## config.mk

```make
export PLATFORM = sky130hd
export DESIGN_NAME = ssc_top
export DESIGN_NICKNAME = d
export VERILOG_FILES = /design/src/rtl/ssc_pkg.sv /design/src/rtl/ssc_if.sv /design/src/rtl/ssc_axi_regs.sv /design/src/rtl/ssc_top.sv
export SDC_FILE = /design/constraint.sdc
export NUM_CORES = 1
export LEC_CHECK = 0
export BUFFER_PORTS_ARGS = -buffer_cell sky130_fd_sc_hd__buf_4
export CAP_MARGIN = 20
export CORE_UTILIZATION = 50
export DETAILED_ROUTE_END_ITERATION = 10
export GPL_TIMING_DRIVEN = 0
export PLACE_DENSITY = 0.72
export SYNTH_ARGS = -nofsm -noshare
export SYNTH_HDL_FRONTEND = slang
export SYNTH_SLANG_ARGS = --single-unit
```

## constraint.sdc

```tcl
create_clock -name clk_in -period 3.2 [get_ports clk_in]
set_input_delay 0.8 -clock clk_in [delete_from_list [all_inputs] [get_ports clk_in]]
set_output_delay 0.8 -clock clk_in [all_outputs]
set_load 0.05 [all_outputs]
```

## src/rtl/ssc_pkg.sv

```systemverilog
// package for the stop mode standby controller
`default_nettype none
package ssc_pkg;
   localparam int unsigned CLK_MHZ = 200;
   // register byte offsets
   localparam logic [7:0] REG_CTRL = 8'h00;
   localparam logic [7:0] REG_STAB_SEL = 8'h04;
   localparam logic [7:0] REG_STAB_CNT = 8'h08;
   localparam logic [7:0] REG_STATUS = 8'h0C;
   localparam logic [7:0] REG_CMD = 8'h10;
   // ctrl fields
   localparam int CTRL_HS_STOP = 0;
   localparam int CTRL_MAIN_SEL = 1;
   localparam int CTRL_HIGH_AMP = 2;
   localparam int CTRL_LS_STOP = 3;
   localparam int CTRL_EXT_CLK = 4;
   localparam logic [31:0] CTRL_RESET = 32'h0000_0000;
   // cmd fields
   localparam int CMD_STOP = 0;
   localparam int CMD_HALT = 1;
   // status fields
   localparam int ST_MAIN_STAT = 0;
   localparam int ST_HS_RUN = 1;
   localparam int ST_CPU_CLK = 2;
   localparam int ST_MODE_LSB = 4;
   localparam int ST_LS_RUN = 8;
   localparam logic [2:0] STAB_SEL_RESET = 3'h5;
   localparam int unsigned STAB_BASE_LOG2 = 8;
   // high amplitude hold-off: minimum figure in ns, rounded up
   localparam int unsigned AMP_HOLD_NS = 4060;
   localparam int unsigned AMP_HOLD_CYC = (AMP_HOLD_NS * CLK_MHZ + 999) / 1000;
   localparam int unsigned AMP_EXT_CYC = 160;
   localparam int unsigned CNT_W = 20;
   localparam logic [1:0] AXI_OKAY = 2'h0;
   localparam logic [1:0] AXI_SLVERR = 2'h2;
   typedef enum logic [4:0]
   {
      ST_RUN = 5'h01,
      ST_STOP = 5'h02,
      ST_HALT = 5'h04,
      ST_STAB = 5'h08,
      ST_AMPW = 5'h10
   } ssc_state_type;
endpackage : ssc_pkg
`default_nettype wire

```

## src/rtl/ssc_if.sv

```systemverilog
// interface carrying the register view between slave and core
`default_nettype none
interface ssc_reg_if;
   logic [31:0] ctrl;
   logic [2:0] stab_sel;
   logic stop_cmd;
   logic halt_cmd;
   logic [31:0] status;
   logic [31:0] stab_cnt;
   modport slave (output ctrl, output stab_sel, output stop_cmd, output halt_cmd,
      input status, input stab_cnt);
   modport core (input ctrl, input stab_sel, input stop_cmd, input halt_cmd,
      output status, output stab_cnt);
endinterface : ssc_reg_if
`default_nettype wire

```

## src/rtl/ssc_axi_regs.sv

```systemverilog
// axi4-lite register slave for the standby controller
`default_nettype none
module ssc_axi_regs
(
   input wire logic clk_in,
   input wire logic rst_in,
   input wire logic [7:0] awaddr_in,
   input wire logic awvalid_in,
   output logic awready_out,
   input wire logic [31:0] wdata_in,
   input wire logic [3:0] wstrb_in,
   input wire logic wvalid_in,
   output logic wready_out,
   output logic [1:0] bresp_out,
   output logic bvalid_out,
   input wire logic bready_in,
   input wire logic [7:0] araddr_in,
   input wire logic arvalid_in,
   output logic arready_out,
   output logic [31:0] rdata_out,
   output logic [1:0] rresp_out,
   output logic rvalid_out,
   input wire logic rready_in,
   ssc_reg_if.slave regs
);
   import ssc_pkg::*;
   logic aw_ok_q, aw_ok_d, w_ok_q, w_ok_d, bv_q, bv_d, rv_q, rv_d;
   logic [7:0] awa_q, awa_d;
   logic [31:0] wd_q, wd_d, rd_q, rd_d, ctrl_q, ctrl_d;
   logic [3:0] ws_q, ws_d;
   logic [1:0] br_q, br_d, rr_q, rr_d;
   logic [2:0] sel_q, sel_d;
   logic stop_d, stop_q, halt_d, halt_q, do_wr;
   assign awready_out = !aw_ok_q && !bv_q;
   assign wready_out = !w_ok_q && !bv_q;
   assign arready_out = !rv_q;
   assign bvalid_out = bv_q;
   assign bresp_out = br_q;
   assign rvalid_out = rv_q;
   assign rdata_out = rd_q;
   assign rresp_out = rr_q;
   assign regs.ctrl = ctrl_q;
   assign regs.stab_sel = sel_q;
   assign regs.stop_cmd = stop_q;
   assign regs.halt_cmd = halt_q;
   function automatic logic [31:0] merge(input logic [31:0] old, input logic [31:0] nw,
      input logic [3:0] st);
      logic [31:0] r;
      r = old;
      for (int i = 0; i < 4; i++)
      begin
         if (st[i])
         begin
            r[i*8 +: 8] = nw[i*8 +: 8];
         end
      end
      return r;
   endfunction : merge
   always_comb
   begin
      aw_ok_d = aw_ok_q;
      w_ok_d = w_ok_q;
      awa_d = awa_q;
      wd_d = wd_q;
      ws_d = ws_q;
      bv_d = bv_q;
      br_d = br_q;
      rv_d = rv_q;
      rd_d = rd_q;
      rr_d = rr_q;
      ctrl_d = ctrl_q;
      sel_d = sel_q;
      stop_d = 1'b0;
      halt_d = 1'b0;
      if (awvalid_in && awready_out)
      begin
         aw_ok_d = 1'b1;
         awa_d = awaddr_in;
      end
      if (wvalid_in && wready_out)
      begin
         w_ok_d = 1'b1;
         wd_d = wdata_in;
         ws_d = wstrb_in;
      end
      do_wr = aw_ok_q && w_ok_q && !bv_q;
      if (do_wr)
      begin
         aw_ok_d = 1'b0;
         w_ok_d = 1'b0;
         bv_d = 1'b1;
         br_d = AXI_OKAY;
         case (awa_q)
            REG_CTRL: ctrl_d = merge(ctrl_q, wd_q, ws_q);
            REG_STAB_SEL: if (ws_q[0]) sel_d = wd_q[2:0];
            REG_CMD:
            begin
               stop_d = ws_q[0] && wd_q[CMD_STOP];
               halt_d = ws_q[0] && wd_q[CMD_HALT];
            end
            REG_STATUS, REG_STAB_CNT: ;
            default: br_d = AXI_SLVERR;
         endcase
      end
      if (bv_q && bready_in)
      begin
         bv_d = 1'b0;
      end
      if (rv_q && rready_in)
      begin
         rv_d = 1'b0;
      end
      if (arvalid_in && arready_out)
      begin
         rv_d = 1'b1;
         rr_d = AXI_OKAY;
         case (araddr_in)
            REG_CTRL: rd_d = ctrl_q;
            REG_STAB_SEL: rd_d = {29'h0000_0000, sel_q};
            REG_STAB_CNT: rd_d = regs.stab_cnt;
            REG_STATUS: rd_d = regs.status;
            REG_CMD: rd_d = 32'h0000_0000;
            default:
            begin
               rd_d = 32'h0000_0000;
               rr_d = AXI_SLVERR;
            end
         endcase
      end
   end
   always_ff @(posedge clk_in)
   begin
      if (rst_in)
      begin
         aw_ok_q <= 1'b0;
         w_ok_q <= 1'b0;
         awa_q <= 8'h00;
         wd_q <= 32'h0000_0000;
         ws_q <= 4'h0;
         bv_q <= 1'b0;
         br_q <= 2'h0;
         rv_q <= 1'b0;
         rd_q <= 32'h0000_0000;
         rr_q <= 2'h0;
         ctrl_q <= CTRL_RESET;
         sel_q <= STAB_SEL_RESET;
         stop_q <= 1'b0;
         halt_q <= 1'b0;
      end
      else
      begin
         aw_ok_q <= aw_ok_d;
         w_ok_q <= w_ok_d;
         awa_q <= awa_d;
         wd_q <= wd_d;
         ws_q <= ws_d;
         bv_q <= bv_d;
         br_q <= br_d;
         rv_q <= rv_d;
         rd_q <= rd_d;
         rr_q <= rr_d;
         ctrl_q <= ctrl_d;
         sel_q <= sel_d;
         stop_q <= stop_d;
         halt_q <= halt_d;
      end
   end
endmodule : ssc_axi_regs
`default_nettype wire

```

## src/rtl/ssc_top.sv

```systemverilog
// stop mode standby controller top
// Operation
// RULE1 - the crystal wait counts only after the crystal actually oscillates.
// RULE2 - stop with an unmasked pending interrupt drops straight into halt.
// RULE3 - after that drop, run resumes only after the selected wait elapses; the code skips it unless the crystal is selected and CTRL_EXT_CLK is clear.
// RULE4 - software restarts peripherals stopped by stop after release.
// RULE5 - the low-speed oscillator keeps its pre-stop state through stop.
// RULE6 - to halt the low-speed oscillator in stop, software stops it first.
// RULE7 - software moves the cpu clock to the internal oscillator before stop.
// RULE8 - software checks the counter status before returning to the crystal.
// RULE9 - with high amplitude set, the cpu clock is withheld after release.
// RULE10 - software issues stop only once the internal oscillator runs.
// RULE11 - an external reset is held low at least 10 us.
// RULE12 - a crystal wait gates the cpu clock until the counter hits the select.
//
// Added by the designer: register access over AXI4-Lite and the address map.
`default_nettype none
module ssc_top
#(
   parameter int unsigned AMP_HOLD = ssc_pkg::AMP_HOLD_CYC,
   parameter int unsigned EXT_HOLD = ssc_pkg::AMP_EXT_CYC
)
(
   input wire logic clk_in,
   input wire logic rst_in,
   input wire logic [7:0] awaddr_in,
   input wire logic awvalid_in,
   output logic awready_out,
   input wire logic [31:0] wdata_in,
   input wire logic [3:0] wstrb_in,
   input wire logic wvalid_in,
   output logic wready_out,
   output logic [1:0] bresp_out,
   output logic bvalid_out,
   input wire logic bready_in,
   input wire logic [7:0] araddr_in,
   input wire logic arvalid_in,
   output logic arready_out,
   output logic [31:0] rdata_out,
   output logic [1:0] rresp_out,
   output logic rvalid_out,
   input wire logic rready_in,
   input wire logic irq_pending_in,
   input wire logic main_crystal_clock_in,
   input wire logic hs_osc_stable_in,
   output logic cpu_clk_en_out,
   output logic periph_clk_en_out,
   output logic crystal_en_out,
   output logic hs_osc_en_out,
   output logic ls_osc_en_out,
   output logic [4:0] mode_out
);
   import ssc_pkg::*;
   ssc_reg_if rif ();
   ssc_axi_regs i_ssc_axi_regs
   (
      .clk_in(clk_in),
      .rst_in(rst_in),
      .awaddr_in(awaddr_in),
      .awvalid_in(awvalid_in),
      .awready_out(awready_out),
      .wdata_in(wdata_in),
      .wstrb_in(wstrb_in),
      .wvalid_in(wvalid_in),
      .wready_out(wready_out),
      .bresp_out(bresp_out),
      .bvalid_out(bvalid_out),
      .bready_in(bready_in),
      .araddr_in(araddr_in),
      .arvalid_in(arvalid_in),
      .arready_out(arready_out),
      .rdata_out(rdata_out),
      .rresp_out(rresp_out),
      .rvalid_out(rvalid_out),
      .rready_in(rready_in),
      .regs(rif.slave)
   );
   ssc_state_type st_q, st_d;
   logic [CNT_W-1:0] cnt_q, cnt_d;
   logic [CNT_W-1:0] amp_q, amp_d;
   logic ls_q, ls_d;
   logic main_sel_q, main_sel_d;
   logic xtal_q, xtal_d;
   logic [CNT_W-1:0] target;
   logic hs_on, use_xtal, stab_done;
   function automatic logic [CNT_W-1:0] stab_target(input logic [2:0] sel);
      return CNT_W'(1) << (STAB_BASE_LOG2 + 32'(sel));
   endfunction : stab_target
   assign target = stab_target(rif.stab_sel);
   assign hs_on = !rif.ctrl[CTRL_HS_STOP];
   assign use_xtal = main_sel_q && !rif.ctrl[CTRL_EXT_CLK];
   assign stab_done = cnt_q >= target;
   always_comb
   begin
      st_d = st_q;
      cnt_d = cnt_q;
      amp_d = amp_q;
      ls_d = ls_q;
      main_sel_d = main_sel_q;
      xtal_d = 1'b1;
      // software may only toggle the low-speed osc in run
      if (st_q == ST_RUN)
      begin
         ls_d = !rif.ctrl[CTRL_LS_STOP]; // [RULE5] [RULE6]
         if (rif.ctrl[CTRL_MAIN_SEL] && stab_done)
         begin
            main_sel_d = 1'b1; // [RULE8]
         end
         if (!rif.ctrl[CTRL_MAIN_SEL])
         begin
            main_sel_d = 1'b0;
         end
      end
      // counter runs only while the crystal is seen oscillating
      if (main_crystal_clock_in && !stab_done)
      begin
         cnt_d = cnt_q + CNT_W'(1); // [RULE1]
      end
      case (st_q)
         ST_RUN:
         begin
            if (rif.stop_cmd)
            begin
               cnt_d = '0;
               if (irq_pending_in)
               begin
                  st_d = ST_HALT; // [RULE2]
               end
               else
               begin
                  st_d = ST_STOP;
               end
            end
            else if (rif.halt_cmd)
            begin
               st_d = ST_HALT;
            end
         end
         ST_STOP:
         begin
            xtal_d = 1'b0;
            cnt_d = '0;
            if (irq_pending_in)
            begin
               st_d = ST_STAB;
            end
         end
         ST_HALT:
         begin
            if (irq_pending_in)
            begin
               st_d = ST_STAB;
            end
         end
         ST_STAB:
         begin
            if (!use_xtal || stab_done)
            begin
               // wait elapsed or crystal not in use, apply high amplitude hold-off if set
               if (rif.ctrl[CTRL_HIGH_AMP])
               begin
                  st_d = ST_AMPW; // [RULE9]
                  amp_d = rif.ctrl[CTRL_EXT_CLK] ? CNT_W'(EXT_HOLD) : CNT_W'(AMP_HOLD);
               end
               else
               begin
                  st_d = ST_RUN; // [RULE3]
               end
            end
         end
         ST_AMPW:
         begin
            if (amp_q <= CNT_W'(1))
            begin
               st_d = ST_RUN;
               amp_d = '0;
            end
            else
            begin
               amp_d = amp_q - CNT_W'(1); // [RULE9]
            end
         end
         default: st_d = ST_RUN;
      endcase
   end
   always_ff @(posedge clk_in)
   begin
      if (rst_in)
      begin
         st_q <= ST_RUN;
         cnt_q <= '0;
         amp_q <= '0;
         ls_q <= 1'b1;
         main_sel_q <= 1'b0;
         xtal_q <= 1'b1;
      end
      else
      begin
         st_q <= st_d;
         cnt_q <= cnt_d;
         amp_q <= amp_d;
         ls_q <= ls_d;
         main_sel_q <= main_sel_d;
         xtal_q <= xtal_d;
      end
   end
   // cpu clock gated in stop, halt, crystal wait and hold-off
   assign cpu_clk_en_out = (st_q == ST_RUN); // [RULE12]
   assign periph_clk_en_out = (st_q != ST_STOP);
   assign crystal_en_out = xtal_q;
   assign hs_osc_en_out = hs_on;
   assign ls_osc_en_out = ls_q;
   assign mode_out = st_q;
   assign rif.stab_cnt = 32'(cnt_q);
   always_comb
   begin
      rif.status = '0;
      rif.status[ST_MAIN_STAT] = main_sel_q;
      rif.status[ST_HS_RUN] = hs_on && hs_osc_stable_in;
      rif.status[ST_CPU_CLK] = st_q == ST_RUN;
      rif.status[ST_MODE_LSB +: 4] = st_q[4:1];
      rif.status[ST_LS_RUN] = ls_q;
   end
endmodule : ssc_top
`default_nettype wire

```

==> run metrics <==
outcome=completed; Syn-to-layout area delta=22.36%; critical path type=flop to flop; placed instance count=1,154; worst-path fanout max=10; Avg Inst Size Synth=8.331 sq um; Final Power=4672 uW; fmax=320.0 MHz; worst-case vdd ir drop=0.3941 mV; synthesis-stage register bit count=167; Hold Path Class=flop to flop; Max Slew Vio Count=0; Register-to-Register Path Depth=9; fin cells=1,185; slowest stage delay, CP=0.49 ns; max cap viols=0; Starting Density=0.5159; Synth Cell Area=7189 sq um; Setup crit start kind=flop; unique cell type count in the Yosys netlist=58; sequential share of power=0.469; area of the core=13,930 sq um; switch share=0.2691; fin crit share=0.9764; All-Layer GR Usage=0.2700; htree depth=4; post_cts resized=0; Req. time, crit path=3.55 ns; Via density=5.548; post-synthesis cell count=863; number of synthesized flops with an enable pin=0; CP arrival=3.48 ns; Worst Setup End Kind=flop; P_int=3415 uW; Setup-failing EPs final=0; Clock transition at path regs=0.06 ns; PwrDens=531.1 nW/um^2; initial antenna violation count=0; crit path time final=3.125 ns; synth warn=0; DRC=0; total congestion overflow=0; Final ANT Viol Nets=0; setup repair bufs after CTS=0; CTS max path bufs=2; Met2 Wirelength=8764 um; # rows=43; layout cell share with drive strength beyond 1=0.1950; Die X=121.9 um; Setup TNS Final=0 ns; hold buffer count at CTS=0; asr flop ratio synth=0; CTS tree=done; Crit-path slowest cell=or3b_2; Seq/Total Area, Yosys=0.4650; drt total wl=19,110 um; CP cell instances=clkbuf_1 -> or3b_2 -> ha_1 -> o211ai_1 -> a211o_1 -> and4_1 -> or2_2 -> or3_1 -> a21oi_1; Leak=0.003370 uW; DP HPWL=13,710 um; post-route met1 wirelength=8908 um; relative slew slack=0.5732; top sig layer=met4; Gate power share=0.119; Slew @ Worst Pin=0.6402 ns; clock sinks=167; Fin. Hold Viols=0; hold slack=0.4450 ns; routed wl met3=1191 um; die height=121.9 um; vias in the first global route=6,099; first-pass GRT wire length=30,920 um; 1st-iter DRT viols=554; final core utilization=0.6313; # nets final=1,067; drt wl/cell=16.13 um; die area=14,860 sq um; WHS Path Cells=2; net switching power=1257 uW; via count=6,574; diodes inserted=0; Worst Clk Skew=0.008358 ns; CTS Root Buffer Type=clkbuf_16; RD Place Congestion=0.8740; clock share of power=0.412; leading register cell type out of synthesis=dfxtp_1; RSZ-0062 raised after global routing=false; Num CTS Buffers=17; total iterations of the first detailed-routing run=6; number of top-level pins=113; largest net degree at the start of global routing=17; Port Buffers=110; clk_lat worst skew=0.43 ns
[path summary, 6_finish.rpt]
check / slack (ns) / startpoint / to
min: 0.45 / cnt_q[17] / cnt_q[17]
min reg2reg: 0.45 / cnt_q[17] / cnt_q[17]
max reg2reg: 0.08 / i_ssc_axi_regs.regs.stab_sel[1] / mode_out[2]
max: 0.08 / i_ssc_axi_regs.regs.stab_sel[1] / mode_out[2]
[metrics by stage]
step                      worst slack [ns]  instance area, sq um
after detailed placement            0.1323                  8244
after global placement              0.1625                  8244
after global routing               0.02081                  8797
after CTS                          0.07883                  8797
after floorplan                     0.4511                  7193
final                              0.07542                  8797
[area by class of cell]
class	count	area (sq um)
fill	1262	5137
buffer	56	272.8
tap	180	225.2
clock buffer	23	488.0
inverter	15	56.30
clock inverter	8	65.06
multi-input combinational	626	3521
sequential	167	3343
timing repair buffer	110	825.8
[metal layers]
layer  track usage  vias to the layer above
met2        0.4276                      227
met5             0                        -
met4       0.07330                        0
li1              -                     3270
met1        0.3719                     3048
met3       0.05571                       29
[cell usage in the layout (no fill, tap or decap), drive strengths merged, types with 2 or more instances in the layout]
| cell | count |
|---|---|
| a211o | 3 |
| a211oi | 6 |
| a21oi | 108 |
| a22oi | 34 |
| a31oi | 8 |
| a32o | 2 |
| and2 | 6 |
| and3 | 3 |
| and4 | 4 |
| buf | 135 |
| clkbuf | 54 |
| clkinv | 5 |
| conb | 2 |
| dfxtp | 167 |
| ha | 12 |
| inv | 17 |
| mux2 | 16 |
| mux2i | 3 |
| mux4 | 3 |
| nand2 | 156 |
| nand2b | 2 |
| nand3 | 45 |
| nand3b | 7 |
| nand4 | 6 |
| nor2 | 90 |
| nor2b | 2 |
| nor3 | 34 |
| nor3b | 7 |
| nor4 | 6 |
| o211ai | 4 |
| o21a | 3 |
| o21ai | 10 |
| o32ai | 5 |
| or2 | 2 |
| or3 | 7 |
| or3b | 3 |
| or4 | 4 |
| xnor2 | 14 |
| xor2 | 2 |
[power by group through the flow]
stage / clock network [uW] / logic (uW) / registers (uW)
2_1_floorplan: 0 / 309 / 2280
3_3_place_gp: 0 / 547 / 2240
3_5_place_dp: 0 / 552 / 2240
4_1_cts: 1950 / 556 / 2190
5_1_grt: 2030 / 608 / 2200
6_report: 1920 / 555 / 2190
[synthesized netlist by cell type (3+ instances only)]
cell type    n  area share
nand3b_1     7      0.0073
dfxtp_1    167        0.47
mux2i_1      3      0.0042
nand3_1     45       0.031
buf_1        3      0.0016
o211ai_1     4      0.0042
ha_1        12       0.021
mux2_2      16       0.025
and4_1       4      0.0049
xnor2_1     14       0.017
a21oi_1    108       0.075
mux4_2       3      0.0094
nand4_1      5      0.0044
or3_1        7      0.0061
and2_1       6      0.0052
inv_1       15      0.0078
buf_2       14      0.0097
and3_1       3      0.0026
a211oi_1     6      0.0063
buf_4        4      0.0042
nor4_1       3      0.0026
nor3_1      33       0.023
clkbuf_1    31       0.016
o21a_1       3      0.0031
a31oi_1      8      0.0070
o21ai_0     10      0.0070
nand2_1    156       0.081
buf_6        4      0.0063
a22oi_1     34       0.036
nor2_1      88       0.046
o32ai_1      5      0.0061
nor3b_1      5      0.0052
a211o_1      3      0.0037
[worst max-delay path, delay by kind of cell, from the launching register on]
family | cells | cell delay (ns)
and+or+nand+nor | 4 | 1.45
adders and majority gates | 1 | 0.30
DFF | 1 | 0.33
AOI/OAI and AO/OA | 3 | 0.58
buffers and inverters | 1 | 0.38
[sequential cells by signal, summed over array words and instances, names as in the netlist, 3 cells and up]
signal / flops
amp_q: 20
cnt_q: 20
i_ssc_axi_regs.awa_q: 8
i_ssc_axi_regs.rdata_out: 32
i_ssc_axi_regs.regs.ctrl: 32
i_ssc_axi_regs.regs.stab_sel: 3
i_ssc_axi_regs.wd_q: 32
i_ssc_axi_regs.ws_q: 4
mode_out: 5
[logic make-up (layout without fill, tap and decap cells)]
| kind of cell | after synthesis | in the layout | synth area share |
|---|---|---|---|
| adder cells (fa/ha/maj) | 12 | 12 | 0.02088 |
| multiplexers | 22 | 22 | 0.03863 |
| buffers and inverters | 71 | 212 | 0.04577 |
| XOR/XNOR | 16 | 16 | 0.01949 |
| AO/OA/AOI/OAI | 186 | 186 | 0.1545 |
| other | 1 | 2 | 0.0005216 |
| flip-flops | 167 | 167 | 0.4650 |
| AND/OR/NAND/NOR | 388 | 388 | 0.2551 |
Power figures use the tool's default switching activity.
